**src/hdl/ops_pkg.sv**
```systemverilog
// shared constants and carriers for the unsigned compare and convert unit
package ops_pkg;
  localparam int DATA_W = 32;
  localparam int DEST_W = 7;
  localparam int MOD_W = 7;
  localparam int OPC_W = 8;
  localparam int SLOT_W = 3;
  localparam int FLAG_W = 6;
  localparam int MANT_W = 23;
  localparam int MSB_W = 5;
  localparam logic [OPC_W-1:0] OPC_UFLOATRZ = 8'h77;
  localparam logic [OPC_W-1:0] OPC_UFLOATRZFLAGS = 8'h78;
  localparam logic [OPC_W-1:0] OPC_UGTRI = 8'h22;
  localparam logic [OPC_W-1:0] OPC_UGEQ = 8'h1E;
  localparam logic [OPC_W-1:0] OPC_UGEQI = 8'h1F;
  localparam logic [OPC_W-1:0] OPC_UGTR = 8'h21;
  localparam int FLG_INEXACT = 1;
  localparam int FLG_INV = 4;
  localparam int FLG_IFZ = 5;
  localparam logic [7:0] EXP_BIAS = 8'h7F;
  localparam logic [SLOT_W-1:0] SLOT_FALU_A = 3'h1;
  localparam logic [SLOT_W-1:0] SLOT_FALU_B = 3'h4;
  localparam logic [SLOT_W-1:0] SLOT_ALU_MIN = 3'h1;
  localparam logic [SLOT_W-1:0] SLOT_ALU_MAX = 3'h5;
  localparam logic [FLAG_W-1:0] PSW_FLAGS_RST = 6'h00;

  typedef enum logic [2:0] {
    K_NONE = 3'b000,
    K_UGEQ = 3'b001,
    K_UGEQI = 3'b010,
    K_UGTR = 3'b011,
    K_UGTRI = 3'b100,
    K_FCONV = 3'b101,
    K_FFLAGS = 3'b110
  } opkind_t;

  typedef struct packed {
    logic valid;
    logic [OPC_W-1:0] opcode;
    logic [SLOT_W-1:0] slot;
    logic guard_en;
    logic guard_lsb;
    logic [DEST_W-1:0] dest;
    logic [DATA_W-1:0] first_source_operand;
    logic [DATA_W-1:0] second_source_operand;
    logic [MOD_W-1:0] modifier;
  } issue_t;

  typedef struct packed {
    logic valid;
    logic [DEST_W-1:0] dest;
    logic [DATA_W-1:0] data;
  } wb_t;

  typedef struct packed {
    logic valid;
    logic set_psw;
    logic flags_only;
    logic [DEST_W-1:0] dest;
    logic [DATA_W-1:0] data;
    logic [FLAG_W-1:0] flags;
  } fstage_t;
endpackage

```
**src/hdl/ufloat_rz.sv**
```systemverilog
// unsigned integer to single precision, truncating, with exception flags
`timescale 1ns/1ps
module ufloat_rz import ops_pkg::*; (
  input wire logic [DATA_W-1:0] value,
  output logic [DATA_W-1:0] result,
  output logic [FLAG_W-1:0] flags
);
  localparam logic [MSB_W-1:0] MSB_TOP = MSB_W'(DATA_W-1);
  logic [MSB_W-1:0] msb;
  logic [DATA_W-1:0] norm;
  logic [7:0] expo;
  logic inexact;

  always_comb begin
    msb = '0;
    for (int i = 0; i < DATA_W; i++) begin
      if (value[i]) begin
        msb = i[MSB_W-1:0];
      end
    end
  end

  assign norm = value << (MSB_TOP - msb);
  assign expo = EXP_BIAS + {3'h0, msb};
  // dropped bits are simply cut off, so rounding mode never matters
  assign inexact = |norm[DATA_W-MANT_W-2:0];
  assign result = (value == '0) ? '0 : {1'b0, expo, norm[DATA_W-2 -: MANT_W]};

  // unsigned source: overflow, invalid and underflow cannot arise
  always_comb begin
    flags = '0;
    flags[FLG_INEXACT] = inexact;
  end
endmodule

```
**src/hdl/ucmp_conv_unit.sv**
```systemverilog
// unsigned compare and truncating convert execution unit
`timescale 1ns/1ps
module ucmp_conv_unit import ops_pkg::*; (
  input wire logic CLOCK,
  input wire logic RESETN,
  input wire logic CE,
  input wire issue_t ISSUE,
  input wire logic PSW_WR,
  input wire logic [FLAG_W-1:0] PSW_WFLAGS,
  output wb_t ALU_WB,
  output wb_t FALU_WB,
  output logic [FLAG_W-1:0] PROCESSOR_STATUS_WORD,
  output logic ILLEGAL_SLOT
);
  opkind_t kind;
  logic go;
  logic guard_ok;
  logic is_alu;
  logic is_falu;
  logic alu_slot_ok;
  logic falu_slot_ok;
  logic alu_wr;
  logic falu_wr;
  logic illegal_nxt;
  logic use_imm;
  logic want_ge;
  logic [DATA_W-1:0] opnd_b;
  logic cmp_ge;
  logic cmp_gt;
  logic cmp_bit;
  wb_t alu_r;
  wb_t alu_nxt;
  fstage_t s1_r;
  fstage_t s1_nxt;
  fstage_t s2_r;
  fstage_t s2_nxt;
  wb_t fout_r;
  wb_t fout_nxt;
  logic [FLAG_W-1:0] psw_r;
  logic [FLAG_W-1:0] psw_nxt;
  logic [FLAG_W-1:0] psw_set;
  logic illegal_r;
  logic [DATA_W-1:0] conv_result;
  logic [FLAG_W-1:0] conv_flags;

  // decode
  assign kind = (ISSUE.opcode == OPC_UGEQ) ? K_UGEQ :
                (ISSUE.opcode == OPC_UGEQI) ? K_UGEQI :
                (ISSUE.opcode == OPC_UGTR) ? K_UGTR :
                (ISSUE.opcode == OPC_UGTRI) ? K_UGTRI :
                (ISSUE.opcode == OPC_UFLOATRZ) ? K_FCONV :
                (ISSUE.opcode == OPC_UFLOATRZFLAGS) ? K_FFLAGS : K_NONE;
  assign go = CE & ISSUE.valid;
  assign guard_ok = ~ISSUE.guard_en | ISSUE.guard_lsb;
  assign is_alu = (kind == K_UGEQ) | (kind == K_UGEQI) | (kind == K_UGTR) | (kind == K_UGTRI);
  assign is_falu = (kind == K_FCONV) | (kind == K_FFLAGS);
  assign alu_slot_ok = (ISSUE.slot >= SLOT_ALU_MIN) & (ISSUE.slot <= SLOT_ALU_MAX);
  assign falu_slot_ok = (ISSUE.slot == SLOT_FALU_A) | (ISSUE.slot == SLOT_FALU_B);
  // a misplaced op is dropped whole; the scheduler is expected never to do it
  assign illegal_nxt = go & ((is_alu & ~alu_slot_ok) | (is_falu & ~falu_slot_ok));
  assign alu_wr = go & is_alu & alu_slot_ok & guard_ok;
  assign falu_wr = go & is_falu & falu_slot_ok & guard_ok;

  // compare: plain unsigned relations, no sign extension anywhere
  assign use_imm = (kind == K_UGEQI) | (kind == K_UGTRI);
  assign want_ge = (kind == K_UGEQ) | (kind == K_UGEQI);
  assign opnd_b = use_imm ? DATA_W'(ISSUE.modifier) : ISSUE.second_source_operand;
  assign cmp_ge = ISSUE.first_source_operand >= opnd_b;
  assign cmp_gt = ISSUE.first_source_operand > opnd_b;
  assign cmp_bit = want_ge ? cmp_ge : cmp_gt;
  assign alu_nxt = '{valid: alu_wr, dest: ISSUE.dest, data: {{(DATA_W-1){1'b0}}, cmp_bit}};

  // float pipe: operand in s1, conversion between s1 and s2, writeback after
  assign s1_nxt = '{valid: falu_wr, set_psw: kind == K_FCONV, flags_only: kind == K_FFLAGS,
                    dest: ISSUE.dest, data: ISSUE.first_source_operand, flags: '0};

  ufloat_rz conv (
    .value(s1_r.data),
    .result(conv_result),
    .flags(conv_flags)
  );

  assign s2_nxt = '{valid: s1_r.valid, set_psw: s1_r.set_psw, flags_only: s1_r.flags_only,
                    dest: s1_r.dest,
                    data: s1_r.flags_only ? {{(DATA_W-FLAG_W){1'b0}}, conv_flags} : conv_result,
                    flags: conv_flags};
  assign fout_nxt = '{valid: s2_r.valid, dest: s2_r.dest, data: s2_r.data};

  // sticky flags: set lands with the writeback and beats a same-cycle clear
  assign psw_set = (s2_r.valid & s2_r.set_psw) ? s2_r.flags : '0;
  assign psw_nxt = (PSW_WR ? PSW_WFLAGS : psw_r) | psw_set;

  always_ff @(posedge CLOCK) begin
    if (!RESETN) begin
      alu_r <= '0;
      s1_r <= '0;
      s2_r <= '0;
      fout_r <= '0;
      psw_r <= PSW_FLAGS_RST;
      illegal_r <= 1'b0;
    end else if (CE) begin
      alu_r <= alu_nxt;
      s1_r <= s1_nxt;
      s2_r <= s2_nxt;
      fout_r <= fout_nxt;
      psw_r <= psw_nxt;
      illegal_r <= illegal_nxt;
    end
  end

  assign ALU_WB = alu_r;
  assign FALU_WB = fout_r;
  assign PROCESSOR_STATUS_WORD = psw_r;
  assign ILLEGAL_SLOT = illegal_r;

  // checks
  localparam logic [DATA_W-1:0] ALL_ONES = 32'hFFFFFFFF;
  localparam logic [DATA_W-1:0] RZ_ALL_ONES = 32'h4F7FFFFF;
  localparam logic [DATA_W-1:0] INEXACT_ONLY = DATA_W'(1) << FLG_INEXACT;
  logic fl_go;
  logic rz_go;
  assign fl_go = falu_wr & (kind == K_FFLAGS);
  assign rz_go = falu_wr & (kind == K_FCONV);
endmodule

```
**config.mk**
```make
export PLATFORM = sky130hd
export DESIGN_NAME = ucmp_conv_unit
export DESIGN_NICKNAME = d
export VERILOG_FILES = /design/src/hdl/ops_pkg.sv /design/src/hdl/ufloat_rz.sv /design/src/hdl/ucmp_conv_unit.sv
export SDC_FILE = /design/constraint.sdc
export NUM_CORES = 1
export LEC_CHECK = 0
export BUFFER_PORTS_ARGS = -buffer_cell sky130_fd_sc_hd__buf_2
export CORE_MARGIN = 4
export CORE_UTILIZATION = 45
export CTS_BUF_LIST = sky130_fd_sc_hd__clkbuf_16
export CTS_CLUSTER_SIZE = 14
export DETAILED_ROUTE_END_ITERATION = 8
export HOLD_SLACK_MARGIN = 0.06
export PLACE_DENSITY_LB_ADDON = 0.3
export SLEW_MARGIN = 40
export SYNTH_ARGS = -nofsm -noshare
export SYNTH_HDL_FRONTEND = slang
export SYNTH_SLANG_ARGS = --single-unit
```
**constraint.sdc**
```tcl
create_clock -name CLOCK -period 9.8 [get_ports CLOCK]
set_input_delay 0.98 -clock CLOCK [delete_from_list [all_inputs] [get_ports CLOCK]]
set_output_delay 0.98 -clock CLOCK [all_outputs]
set_load 0.005 [all_outputs]
```
# == Word level (Yosys, flattened, before mapping) ==
# Index checks and enable logic that the tools add are counted.
# totals
reg_bits,133
latch_bits,0
ram_bits,0
romBits,0
input_bits,102
out_inout_bits,87
wordCells,107
memories,0
# op_classes
n_addsub,2
n_mul,0
div_mod_pow,0
order_cmp,4
eq_ne,14
shifts,1
mux,43
n_bitwise,24
reduce_logical,2
# op_table
cell,n
$mux 5,16
$mux 32,2
$ge 32x32->1,1
$gt 32x32->1,1
$logic_not 32->1,1
$mux 4,8
$shl 32x5->31,1
$mux 31,1
$mux 3,10
$eq 8x5->1 const B,2
$eq 8x6->1 const B,2
$eq 8x7->1 const B,2
$and 1x1->1,12
$eq 3x3->1 const B,4
$add 7x5->8 const A,1
$or 1x1->1,8
$reduce_or 8->1,1
$eq 3x1->1 const B,2
$eq 3x2->1 const B,2
$mux 2,3
$mux 6,1
$or 6x2->6,1
$sub 5x5->5 const A,1
$ge 3x1->1 const B,1
other kinds (3),6

# == Longest topological paths before layout ==
# Gate-level depths: netlist of run 1.
# depth
word_depth,35
ltp_mapped,16
ltp_nobuf,15

# == Cells and area by module ==
# A second synthesis of run 1 with hierarchy kept.
# unflattened
cells_unflattened,1015
area_unflattened_um2,8992.4
# modules_own_cells
mod,n_inst,cells_each,area_each_um2,seq_area_each_um2
ucmp_conv_unit,1,649,6506.2,2762.6
ufloat_rz,1,366,2486.1,0.0

# == Worst setup path before layout of run 1 ==
# No wires, ideal clock.
# synth_path
path_type,input -> register
startpoint,input port ISSUE[90] (netlist bit)
endpoint,"register alu_r, in the netlist ALU_WB[0]"
setup_ns,0.125
arrival_time_ns,3.805
t_required_ns,9.675
slack_ns,5.870
path_stages,16
path_buffers,1
path_cell_list,or4b_2 -> nor3_1 -> and3b_1 -> a21oi_1 -> clkbuf_1 -> nand2_1 -> ha_1 -> a21o_1 -> a21o_1 -> a21o_1 -> a21o_1 -> a21oi_1 -> or3_1 -> o211ai_1 -> a22oi_1 -> o31ai_1
# synth_via
elab_chain_cells,12
word_cells_on_any_way,21
cone_classes,2 x order compare; 9 x eq/ne; 8 x mux; 2 x bitwise
# synth_rtl
element,line_no,rtl
"start, declared",ucmp_conv_unit.sv:7,"input wire issue_t ISSUE,"
$eq 8x7->1,ucmp_conv_unit.sv:52,(ISSUE.opcode == OPC_UFLOATRZFLAGS) ? K_FFLAGS : K_NONE;
$mux 3,ucmp_conv_unit.sv:52,
$mux 3,ucmp_conv_unit.sv:51,(ISSUE.opcode == OPC_UFLOATRZ) ? K_FCONV :
$mux 3,ucmp_conv_unit.sv:50,(ISSUE.opcode == OPC_UGTRI) ? K_UGTRI :
$mux 3,ucmp_conv_unit.sv:49,(ISSUE.opcode == OPC_UGTR) ? K_UGTR :
$mux 3,ucmp_conv_unit.sv:48,(ISSUE.opcode == OPC_UGEQI) ? K_UGEQI :
$mux 3 (*),ucmp_conv_unit.sv:47,assign kind = (ISSUE.opcode == OPC_UGEQ) ? K_UGEQ :
$eq 3x2->1 / $eq 3x3->1 (equally long branches),"ucmp_conv_unit.sv:65, ucmp_conv_unit.sv:66",
$or 1x1->1,ucmp_conv_unit.sv:65,assign use_imm = (kind == K_UGEQI) | (kind == K_UGTRI);
$mux 32,ucmp_conv_unit.sv:67,assign opnd_b = use_imm ? DATA_W'(ISSUE.modifier) : ISSUE.second_source_operand;
$gt 32x32->1 / $ge 32x32->1 (equally long branches),"ucmp_conv_unit.sv:69, ucmp_conv_unit.sv:68",
$mux 1 (*),ucmp_conv_unit.sv:70,assign cmp_bit = want_ge ? cmp_ge : cmp_gt;
"end signal, assigned",ucmp_conv_unit.sv:102,alu_r <= alu_nxt;
"end, declared",ucmp_conv_unit.sv:31,wb_t alu_r;
# Mark *: on every way between the ends. The rest lies on a longest branch, timed or not.
# A chain may end at the register's enable or synchronous reset.

# == Worst setup path after layout of run 1 ==
# Same ends and word-level chain as after synthesis.

==> summary.md, run 1 <==
| Metric | Value |
|---|---|
| DRC violations left | `0` |
| I/O pin cnt | `189` |
| Hold crit path type | `reg -> reg` |
| 1st-iter DRT viols | `710` |
| Critical path endpoint category | `register` |
| Post-CTS Resized | `0` |
| Setup Crit Path Kind | `in -> reg` |
| Reg clk slew, reported paths | `approximately 0.06 ns` |
| CP arrival | `a little over 4 ns` |
| Placed insts | `between 1k and 1.5k` |
| Number of synthesis warnings | `0` |
| CTS tree | `built` |
| Nets | `1,182` |
| Most frequent cells after synthesis | `152 x mux2i_1, 150 x nor2_1, 131 x dfxtp_1, 85 x nand2_1, 45 x a21oi_1` |
| Static Leak | `about 4.4 nW` |
| Yosys reg bits | `around 130` |
| Clock buffers created by TritonCTS | `17` |
| DRT antenna net count | `0` |
| Post-CTS Setup Bufs | `0` |
| Post-route cell area | `9220 um^2` |
| Hold-fix buffers, CTS | `0` |
| Core area | `around 17,000 um^2` |
| Yosys top cell area share | `0.331` |
| Die Height | `between 100 and 150 um` |
| Critical Path Start Type | `input pin` |
| Clock Tree Root | `clkbuf_16` |
| Final hold slack | `roughly 0.44 ns` |
| Dpl cell area | `between 8000 and 9000 um^2` |
| Comb power frac | `0.240` |
| PwrDens | `~180 nW/um^2` |
| Final Cycle Share | `0.392` |
| RSZ-0062 raised after global routing | `false` |
| Final setup vio count | `0` |
| Worst Tran Pin Value | `slightly below 0.8 ns` |
| Worst-skew pair later-pin latency | `between 0.4 and 0.5 ns` |
| Int Power | `1.12 mW` |
| Drt total wl | `roughly 21,000 um` |
| Initial antenna violation count | `0` |
| Routed vias/inst | `roughly 5.5` |
| Clock Sinks | `~130` |
| Post-Layout Cell Count | `1,285` |
| Routed via count | `approximately 7k` |
| Synth area leader | `dfxtp_1` |
| Clock buffer depth | `2` |
| GPL Wtd Cong | `1.01` |
| Syn Std Cell Area | `about 7900 um^2` |
| Die width | `approximately 140 um` |
| Req. time, crit path | `about 10 ns` |
| Seq pwr share | `0.371` |
| Switching share of total power | `0.305` |
| Congestion Overflow GR | `0` |
| Vias in the first global route | `6,564` |
| VDD IR-drop max | `around 0.13 mV` |
| Hold Vio Cnt, Final | `0` |
| Routed wire per std cell | `about 16 um` |
| Fraction of registers with async set/reset | `0` |
| EDFF count, synth | `0` |
| Crit-path max FO | `32` |
| Primary FF master, synth | `dfxtp_1` |
| # diodes | `0` |
| DP Wirelength | `15,600 um` |
| Number of port buffers | `around 160` |
| Syn Inst Count | `930` |
| Clock skew | `0.00765 ns` |
| Status | `finished clean` |
| Worst setup margin | `about 6.0 ns` |
| Clock power frac | `0.389` |
| First-pass GRT wire length | `roughly 34,000 um` |
| Synth area leaders | `dfxtp_1 33%, mux2i_1 19%, nor2_1 7.1%` |
| Register area share after synthesis | `0.331` |
| Final Max Tran Viols | `0` |
| Cell variety after synth | `69` |
| Max Cap Viol | `0` |
| Syn avg cell area | `approximately 8.5 um^2` |
| Initial Utilization | `0.458` |
| Area growth, synth to finish | `16.5%` |
| Count leader, synth | `mux2i_1` |
| Slew headroom | `0.468` |
| H-tree lvl count | `4` |
| Final Critical Period | `3.85 ns` |
| F_max | `between 200 and 300 MHz` |
| Layout cell share with drive strength beyond 1 | `0.206` |
| Setup_tns | `0 ns` |
| Num rows | `48` |
| Pin count of the biggest net entering global routing | `just over 80` |
| Fillcell total | `around 1.7k` |
| Total iterations of the first detailed-routing run | `6` |
| Die area | `between 15,000 and 20,000 um^2` |
| Place WS | `5.52 ns` |
| NetSw | `493 uW` |
| GRT Util Overall | `0.210` |
[cells by family after synthesis]
family          share of synthesized area
flops                               0.331
fa+ha+maj                          0.0521
mux                                 0.206
simple gates                        0.177
compound gates                      0.150
other cells                      0.000474
buf+inv                            0.0768
xor+xnor                          0.00553
[state kept, by name, indices dropped and copies added (netlist names)]
| register | cells |
|---|---|
| s2_r | 2 |
| FALU_WB | 39 |
| ILLEGAL_SLOT | 1 |
| s1_r | 42 |
| fout_nxt | 39 |
| PROCESSOR_STATUS_WORD | 6 |
| ALU_WB | 2 |
[metrics by stage]
step | util | power, mW
5_1_grt | 0.533 | 1.70
3_3_place_gp | 0.498 | 0.985
3_5_place_dp | 0.499 | 0.990
2_1_floorplan | - | 0.893
4_1_cts | 0.533 | 1.62
6_report | 0.533 | 1.61
[layout by cell type (no fill, tap or decap), types with 10 or more instances in the layout]
master and n:
nand3_1 14, dfxtp_1 131, nand4_1 11, nor3_1 11
a21o_1 12, buf_2 155, a22oi_1 10, nor2_1 150
nand2_1 85, clkbuf_16 17, a21oi_1 44, conb_1 32
inv_1 11, a221oi_1 10, mux2i_1 152, ha_1 33
o21ai_0 24
[routing by layer]
metal | GRT usage | vias up | part of all wire
met5 | 0 | - | 0
met2 | 0.310 | 287 | 0.43
met4 | 0.0683 | 0 | 0.024
met1 | 0.303 | 3261 | 0.47
met3 | 0.0478 | 41 | 0.076
li1 | - | 3520 | -
[area by class of cell]
cell class | instances | area [um^2] | area share
Multi-Input combinational cell | 721 | 4830 | 0.523
Clock inverter | 15 | 166 | 0.0180
Tap cell | 225 | 282 | 0.0305
Sequential cell | 131 | 2620 | 0.284
Clock buffer | 17 | 425 | 0.0461
Timing Repair Buffer | 164 | 851 | 0.0923
Inverter | 12 | 48.8 | 0.00529
[final timing paths]
kind                                endpoint  slack (ns)  depth (start not counted)    startpoint
worst max-delay path               ALU_WB[0]        5.95                         17     ISSUE[90]
worst min register to register  fout_nxt[11]        0.44                          2  fout_nxt[11]
worst min-delay path            fout_nxt[11]        0.44                          2  fout_nxt[11]
worst max register to register  fout_nxt[16]        6.02                          9      s1_r[37]
[power by group through the flow]
stage                     registers (mW)  clock network [mW]  logic, mW
after floorplan                    0.595                   0      0.298
after global placement             0.609                   0      0.376
after detailed placement           0.610                   0      0.380
after CTS                          0.598               0.642      0.381
after global routing               0.604               0.669      0.425
final                              0.599               0.629      0.387
[critical path, stage by stage]
cell and delay [ns]:
buf_2 0.11, or4b_2 0.65, nor3_1 0.20, and3b_1 0.21
a21oi_2 0.03, buf_4 0.26, mux2i_1 0.21, ha_1 0.26
nor2b_1 0.13, o21a_1 0.16, o21a_1 0.15, o21ai_0 0.14
nand2b_1 0.07, a21oi_1 0.14, o21ai_0 0.12, a22oi_1 0.18
o31ai_1 0.10
(Power assumes the default switching activity.)
==> inputs of run 2 (changes only) <==
--- a/config.mk
+++ b/config.mk
@@ -5,6 +5,7 @@
 export SDC_FILE = /design/constraint.sdc
 export NUM_CORES = 1
 export LEC_CHECK = 0
+export ABC_AREA = 1
 export BUFFER_PORTS_ARGS = -buffer_cell sky130_fd_sc_hd__buf_2
 export CORE_MARGIN = 4
 export CORE_UTILIZATION = 45
==> constraint.sdc (replaced) <==
create_clock -name CLOCK -period 3.6 [get_ports CLOCK]
set_input_delay 0.36 -clock CLOCK [delete_from_list [all_inputs] [get_ports CLOCK]]
set_output_delay 0.36 -clock CLOCK [all_outputs]
set_load 0.005 [all_outputs]
==> run 2 against run 1 <==
  * Clock-buffer cell count did not move
  * Critical path type is now reg -> reg
  * Sequential cell count did not move
  * Clock power rose by 150%
  * Critical endpoint is now fout_nxt[1]
  * Die area fell by 2.1%
  * Synthesized area fell by 2.2%
  * Sequential share of layout area rose by 0.66 points
  * First-iteration DRC count fell by 19%
  * Via count rose by 12%
  * Register-to-register slack got worse by 5.7 ns
  * Sequential power rose to 2.7 times the previous value
  * Core utilization rose by 0.65 points
  * Clock skew rose by 0.0093 ns
==> summary.md, run 2 <==
| Metric | Value |
|---|---|
| VDD IR-drop max | `0.342 mV (was 0.129 mV)` |
| Clock Tree Root | `clkbuf_16 (unchanged)` |
| Setup Crit Path Kind | `reg -> reg (was in -> reg)` |
| Slew headroom | `0.487 (was 0.468)` |
| Die area | `19,400 um^2 (was 19,800 um^2)` |
| Pin count of the biggest net entering global routing | `86 (was 82)` |
| Req. time, crit path | `3.95 ns (was 10.09 ns)` |
| Most frequent cells after synthesis | `257 x nand2_1, 159 x nor2_1, 131 x dfxtp_1, 126 x nand3_1, 120 x o21ai_0 (was 152 x mux2i_1, 150 x nor2_1, 131 x dfxtp_1, 85 x nand2_1, 45 x a21oi_1)` |
| # diodes | `0 (unchanged)` |
| Number of port buffers | `156 (unchanged)` |
| Routed via count | `7,962 (was 7,109)` |
| DRC violations left | `0 (unchanged)` |
| Critical Path Start Type | `register (was input pin)` |
| I/O pin cnt | `189 (unchanged)` |
| Post-CTS Setup Bufs | `0 (unchanged)` |
| Final Max Tran Viols | `0 (unchanged)` |
| Critical path's largest stage delay | `0.50 ns (was 0.65 ns)` |
| Initial antenna violation count | `0 (unchanged)` |
| Final hold slack | `0.159 ns (was 0.439 ns)` |
| Setup_tns | `0 ns (unchanged)` |
| Total iterations of the first detailed-routing run | `5 (was 6)` |
| Clock buffers created by TritonCTS | `17 (unchanged)` |
| Critical path endpoint category | `register (unchanged)` |
| Congestion Overflow GR | `0 (unchanged)` |
| Clock buffer depth | `2 (unchanged)` |
| Count leader, synth | `nand2_1 (was mux2i_1)` |
| Routed wire per std cell | `14.3 um (was 16.3 um)` |
| 1st-iter DRT viols | `577 (was 710)` |
| Synth area leaders | `dfxtp_1 34%, nand2_1 12%, nand3_1 8.1% (was dfxtp_1 33%, mux2i_1 19%, nor2_1 7.1%)` |
| Max Cap Viol | `0 (unchanged)` |
| Vias in the first global route | `7,334 (was 6,564)` |
| Final Critical Period | `approximately 3.2 ns` |
| Biggest register | `s1_r (unchanged)` |
| F_max | `approximately 310 MHz` |
| Syn Std Cell Area | `7740 um^2 (was 7920 um^2)` |
| Syn Inst Count | `1,176 (was 930)` |
| Final core utilization | `0.540 (was 0.533)` |
| Most frequent cells in the layout | `257 x nand2_1, 158 x nor2_1, 156 x buf_2, 131 x dfxtp_1, 126 x nand3_1 (was 155 x buf_2, 152 x mux2i_1, 150 x nor2_1, 131 x dfxtp_1, 85 x nand2_1)` |
| Yosys reg bits | `131 (unchanged)` |
| Largest register FFs | `42 (unchanged)` |
| Reg clk slew, reported paths | `0.06 ns (about the same)` |
| Layout cell share with drive strength beyond 1 | `0.171 (was 0.206)` |
| Commonest non-fill, non-tap cell in the layout | `nand2_1 (was buf_2)` |
| Number of synthesis warnings | `0 (unchanged)` |
| Placed insts | `1,496 (was 1,253)` |
| Register area share after synthesis | `0.339 (was 0.331)` |
| Overall power | `4.30 mW (was 1.61 mW)` |
| Yosys top cell area share | `0.339 (was 0.331)` |
| Primary FF master, synth | `dfxtp_1 (unchanged)` |
| CP arrival | `3.58 ns (was 4.13 ns)` |
| Status | `finished clean (unchanged)` |
| Slowest-stage cell, CP | `inv_1 (was or4b_2)` |
| Clock skew | `0.0170 ns (was 0.00765 ns)` |
| Die Height | `139 um (was 141 um)` |
| EDFF count, synth | `0 (unchanged)` |
| Core area | `16,700 um^2 (was 17,300 um^2)` |
| Most frequent CP cell | `nand3_1` |
| First-pass GRT wire length | `36,000 um (was 34,100 um)` |
| Clock Sinks | `131 (unchanged)` |
| Cell variety after synth | `42 (was 69)` |
| Routed vias/inst | `5.21 (was 5.53)` |
| FF-to-FF setup slack | `0.37 ns (was 6.02 ns)` |
| Worst-skew pair later-pin latency | `0.42 ns (was 0.41 ns)` |
| Static Leak | `4.44 nW (was 4.43 nW)` |
| GPL Wtd Cong | `0.946 (was 1.01)` |
| Critical Path, Cell by Cell | `inv_2, a211oi_1, o311ai_0, nand3_1, nand3_1, nand3_1, nand3_1, nand3_1, nand3_1, nand2_1, nand2_1, nand2_1, nand3_1, nand3_1, inv_1, nand3_1, nand2_1, nand3_1, nand2_1, nor2_1, nand2_1, nand3_1, a21oi_1 (was buf_2, or4b_2, nor3_1, and3b_1, a21oi_2, buf_4, mux2i_1, ha_1, nor2b_1, o21a_1, o21a_1, o21ai_0, nand2b_1, a21oi_1, o21ai_0, a22oi_1, o31ai_1)` |
| DRT antenna net count | `0 (unchanged)` |
| Syn avg cell area | `6.58 um^2 (was 8.51 um^2)` |
| H-tree lvl count | `4 (unchanged)` |
| Die width | `139 um (was 141 um)` |
| Drt total wl | `21,900 um (was 21,000 um)` |
| Hold crit path type | `in -> reg (was reg -> reg)` |
| Initial Utilization | `0.464 (was 0.458)` |
| Hold Vio Cnt, Final | `0 (unchanged)` |
| GRT Util Overall | `0.222 (was 0.210)` |
| Crit-path max FO | `20 (was 32)` |
| Final Cycle Share | `0.898` |
| Worst Tran Pin Value | `0.769 ns (was 0.794 ns)` |
| Post-Layout Cell Count | `1,527 (was 1,285)` |
| Area growth, synth to finish | `16.4% (was 16.5%)` |
| Num rows | `47 (was 48)` |
| PwrDens | `477 nW/um^2 (was 175 nW/um^2)` |
| Nets | `1,432 (was 1,182)` |
| Fraction of registers with async set/reset | `0 (unchanged)` |
| DP Wirelength | `15,900 um (was 15,600 um)` |
| Synth area leader | `dfxtp_1 (unchanged)` |
| CTS tree | `built (unchanged)` |
| Final setup vio count | `0 (unchanged)` |
## run 2: cell count changes after synthesis, sizes merged, moves of 50 or more
cell and change:
o21ai +122, nand2 +177, a21oi +50, mux2i -144, nand3 +112, inv +54
## run 2: timing repair
item	in CTS	in global routing
resized for setup	0	4
hold buffers	0	0
setup endpoints to repair	0	20
## run 2: cell families after synthesis
family,after synthesis,share of synthesized area
AND/OR/NAND/NOR,572,0.308
flip-flops,131,0.339
AO/OA/AOI/OAI,256,0.174
adder cells (fa/ha/maj),33,0.0533
buffers and inverters,172,0.111
other,1,0.000484
multiplexers,9,0.0118
XOR/XNOR,2,0.00226
## run 2: worst paths after layout
path	endpoint	depth (start not counted)	start
max	fout_nxt[1]	23	s1_r[9]
min	s1_r[40]	3	ISSUE[73]
min reg2reg	ALU_WB[39]	2	ALU_WB[39]
max reg2reg	fout_nxt[1]	23	s1_r[9]
## run 2: report_power, final
group / internal, mW / switching (mW) / leakage (nW)
logic: 0.393 / 0.722 / 3.10
registers: 1.56 / 0.0650 / 1.08
clock network: 0.926 / 0.633 / 0.257
## run 2: final cells by class
| class | instances | area (um^2) |
|---|---|---|
| clock buffer | 17 | 425 |
| clock inverter | 12 | 96.3 |
| fill | 1703 | 7690 |
| inverter | 68 | 258 |
| multi-input combinational | 906 | 4410 |
| sequential | 131 | 2620 |
| tap | 220 | 275 |
| timing repair buffer | 173 | 921 |
## run 2: routing by layer
layer  vias to the layer above  part of all wire  global-route usage  wire length [um]
li1                       4092                 -                   -                 -
met2                       266              0.46               0.358             10000
met3                        22             0.067              0.0431              1470
met5                         -                 0                   0                 0
met4                         0             0.012              0.0572               265
met1                      3582              0.46               0.306             10200
## run 2: per-stage QoR
stage	setup WS, ns	instance area (um^2)
finish	0.367	9010
global route	-0.000758	9010
CTS	0.331	8980
detailed placement	0.341	8460
global placement	0.353	8460
floorplan	0.897	7860
## run 2: critical path, delay by kind of cell, from the launching register on
family	cells	cell delay, ns
flops	1	0.31
buf+inv	2	0.59
simple gates	18	1.71
compound gates	3	0.54
==> inputs of run 3 (changes only) <==
--- a/config.mk
+++ b/config.mk
@@ -9,7 +9,7 @@
 export BUFFER_PORTS_ARGS = -buffer_cell sky130_fd_sc_hd__buf_2
 export CORE_MARGIN = 4
 export CORE_UTILIZATION = 45
-export CTS_BUF_LIST = sky130_fd_sc_hd__clkbuf_16
+export CTS_BUF_LIST = sky130_fd_sc_hd__clkbuf_4
 export CTS_CLUSTER_SIZE = 14
 export DETAILED_ROUTE_END_ITERATION = 8
 export HOLD_SLACK_MARGIN = 0.06
==> run 3 against run 2 <==
  * Via count rose by 0.69%
  * Sequential share of layout area grew 0.50 points
  * First-iteration DRC count increased by 14%
  * Combinational power is essentially flat
  * Power down 15%
  * Largest power group unchanged
  * Worst setup slack gained 0.012 ns
  * Fmax rose by 0.38%
  * Design area is 1.7% lower
  * Core utilization is 0.91 points lower
  * Critical endpoint is now fout_nxt[27]
==> summary.md, run 3 (synthesis gave the netlist of run 2 again) <==
| Metric | Value |
|---|---|
| Num rows | `47 (unchanged)` |
| Largest delay contributor family on the critical path | `simple AND/OR/NAND/NOR gates (unchanged)` |
| Drt total wl | `21,900 um (about the same)` |
| Max Cap Viol | `0 (unchanged)` |
| Static Leak | `4.36 nW (was 4.44 nW)` |
| Final core utilization | `0.531 (was 0.540)` |
| Total iterations of the first detailed-routing run | `6 (was 5)` |
| Most frequent CP cell | `nand3_1 (unchanged)` |
| Hold Vio Cnt, Final | `0 (unchanged)` |
| Reg2reg start | `s1_r[9] (unchanged)` |
| DRT antenna net count | `0 (unchanged)` |
| Die width | `139 um (unchanged)` |
| Die Height | `139 um (unchanged)` |
| I/O pin cnt | `189 (unchanged)` |
| Layout cell share with drive strength beyond 1 | `0.171 (about the same)` |
| H-tree lvl count | `4 (unchanged)` |
| Hold crit path type | `in -> reg (unchanged)` |
| Most frequent cells in the layout | `257 x nand2_1, 158 x nor2_1, 156 x buf_2, 131 x dfxtp_1, 126 x nand3_1 (unchanged)` |
| Hold Startpoint | `ISSUE[39] (was ISSUE[73])` |
| VDD IR-drop max | `0.197 mV (was 0.342 mV)` |
| Routed via count | `8,017 (was 7,962)` |
| GRT Util Overall | `0.221 (was 0.222)` |
| Min-Delay Path Depth | `3 (unchanged)` |
| Number of port buffers | `156 (unchanged)` |
| Pin count of the biggest net entering global routing | `86 (unchanged)` |
| Crit-path max FO | `20 (unchanged)` |
| Critical Path Start Type | `register (unchanged)` |
| DP Wirelength | `15,900 um (unchanged)` |
| CP bufs+invs | `3 (was 2)` |
| Slowest-stage cell, CP | `inv_1 (unchanged)` |
| Clock buffers created by TritonCTS | `17 (unchanged)` |
| Setup_tns | `0 ns (unchanged)` |
| Critical path's largest stage delay | `0.50 ns (about the same)` |
| Routed wire per std cell | `14.2 um (was 14.3 um)` |
| Initial Utilization | `0.464 (unchanged)` |
| Status | `finished clean (unchanged)` |
| RSZ-0062 raised after global routing | `false` |
| Worst Tran Pin Value | `0.762 ns (was 0.769 ns)` |
| 1st-iter DRT viols | `657 (was 577)` |
| Core area | `16,700 um^2 (unchanged)` |
| Req. time, crit path | `4.08 ns (was 3.95 ns)` |
| Final Cycle Share | `0.895 (was 0.898)` |
| Congestion Overflow GR | `0 (unchanged)` |
| DRC violations left | `0 (unchanged)` |
| Worst path depth | `21 (was 23)` |
| First-pass GRT wire length | `36,000 um (about the same)` |
| F_max | `311 MHz (was 309 MHz)` |
| Clock buffer depth | `2 (unchanged)` |
| Critical path endpoint category | `register (unchanged)` |
| Largest register FFs | `42 (unchanged)` |
| Final setup vio count | `0 (unchanged)` |
| GPL Wtd Cong | `0.946 (unchanged)` |
| CTS tree | `built (unchanged)` |
| Final Critical Period | `3.22 ns (was 3.23 ns)` |
| Reg clk slew, reported paths | `0.11 ns (was 0.06 ns)` |
| Routed vias/inst | `5.20 (was 5.21)` |
| Setup Crit Path Kind | `reg -> reg (unchanged)` |
| Place WS | `0.341 ns (unchanged)` |
| Commonest non-fill, non-tap cell in the layout | `nand2_1 (unchanged)` |
| Final hold slack | `0.102 ns (was 0.159 ns)` |
| PwrDens | `410 nW/um^2 (was 477 nW/um^2)` |
| Vias in the first global route | `7,348 (was 7,334)` |
| Worst setup margin | `0.380 ns (was 0.367 ns)` |
| Clock Tree Root | `clkbuf_4 (was clkbuf_16)` |
| Post-CTS Setup Bufs | `0 (unchanged)` |
| Clock Sinks | `131 (unchanged)` |
| FF-to-FF path depth | `21 (was 23)` |
| Clock skew | `0.0243 ns (was 0.0170 ns)` |
| Slew headroom | `0.492 (was 0.487)` |
| Worst-skew pair later-pin latency | `0.55 ns (was 0.42 ns)` |
| Nets | `1,445 (was 1,432)` |
| Worst Setup SP | `s1_r[9] (unchanged)` |
| Final Max Tran Viols | `0 (unchanged)` |
| Initial antenna violation count | `1 (was 0)` |
| CP arrival | `3.71 ns (was 3.58 ns)` |
| Biggest register | `s1_r (unchanged)` |
| Die area | `19,400 um^2 (unchanged)` |
| Critical Path, Cell by Cell | `inv_2, a211oi_1, o311ai_0, nand3_1, nand3_1, nand3_1, nand3_1, nand3_1, nand3_1, nand2_1, nand2_1, nand2_1, nand3_1, nand3_1, inv_1, buf_4, ha_1, nand2_1, o21ai_0, nand3_1, a21oi_1 (was inv_2, a211oi_1, o311ai_0, nand3_1, nand3_1, nand3_1, nand3_1, nand3_1, nand3_1, nand2_1, nand2_1, nand2_1, nand3_1, nand3_1, inv_1, nand3_1, nand2_1, nand3_1, nand2_1, nor2_1, nand2_1, nand3_1, a21oi_1)` |
| Area growth, synth to finish | `14.4% (was 16.4%)` |
[run 3: cell count changes in the layout (fill, tap and decap cells not counted), sizes merged]
cell / before / now
diode: 0 / 2
clkbuf: 17 / 19
dlygate4sd3: 0 / 13
inv: 69 / 67
[run 3: metrics by stage]
step	instances	total power, mW	instance area, um^2
finish	1542	3.64	8860
global route	1542	3.90	8860
CTS	1538	3.64	8820
detailed placement	1496	2.74	8460
global placement	1496	2.74	8460
floorplan	1207	2.46	7860
[run 3: final cells by class]
class	instances	area [um^2]
fill	1725	7840
antenna	2	5.00
timing repair buffer	186	1050
inverter	68	258
sequential	131	2620
clock inverter	10	88.8
tap	220	275
clock buffer	19	143
multi-input combinational	906	4420
[run 3: where the power goes]
group / total (mW) / switching [mW] / internal (mW)
sequential: 1.63 / 0.0649 / 1.56
combinational: 1.13 / 0.724 / 0.403
clock: 0.883 / 0.541 / 0.342
[run 3: final timing paths]
| path | endpoint | slack, ns |
|---|---|---|
| worst max register to register | fout_nxt[27] | 0.38 |
| worst max-delay path | fout_nxt[27] | 0.38 |
| worst min register to register | ALU_WB[39] | 0.47 |
| worst min-delay path | s1_r[6] | 0.10 |
[run 3: metal layers]
metal / part of all wire / track usage
met1: 0.47 / 0.307
met5: 0 / 0
met2: 0.45 / 0.354
met4: 0.016 / 0.0639
met3: 0.065 / 0.0376
[run 3: what timing repair did]
action | in CTS | in global routing
endpoints found under the hold margin | 13 | 0
setup endpoints to repair | 0 | 18
hold buffers | 13 | 0
resized for setup | 0 | 5
[run 3: worst min-delay path: stages]
cell and delay (ns):
buf_2 0.09, inv_1 0.07, a21oi_1 0.07
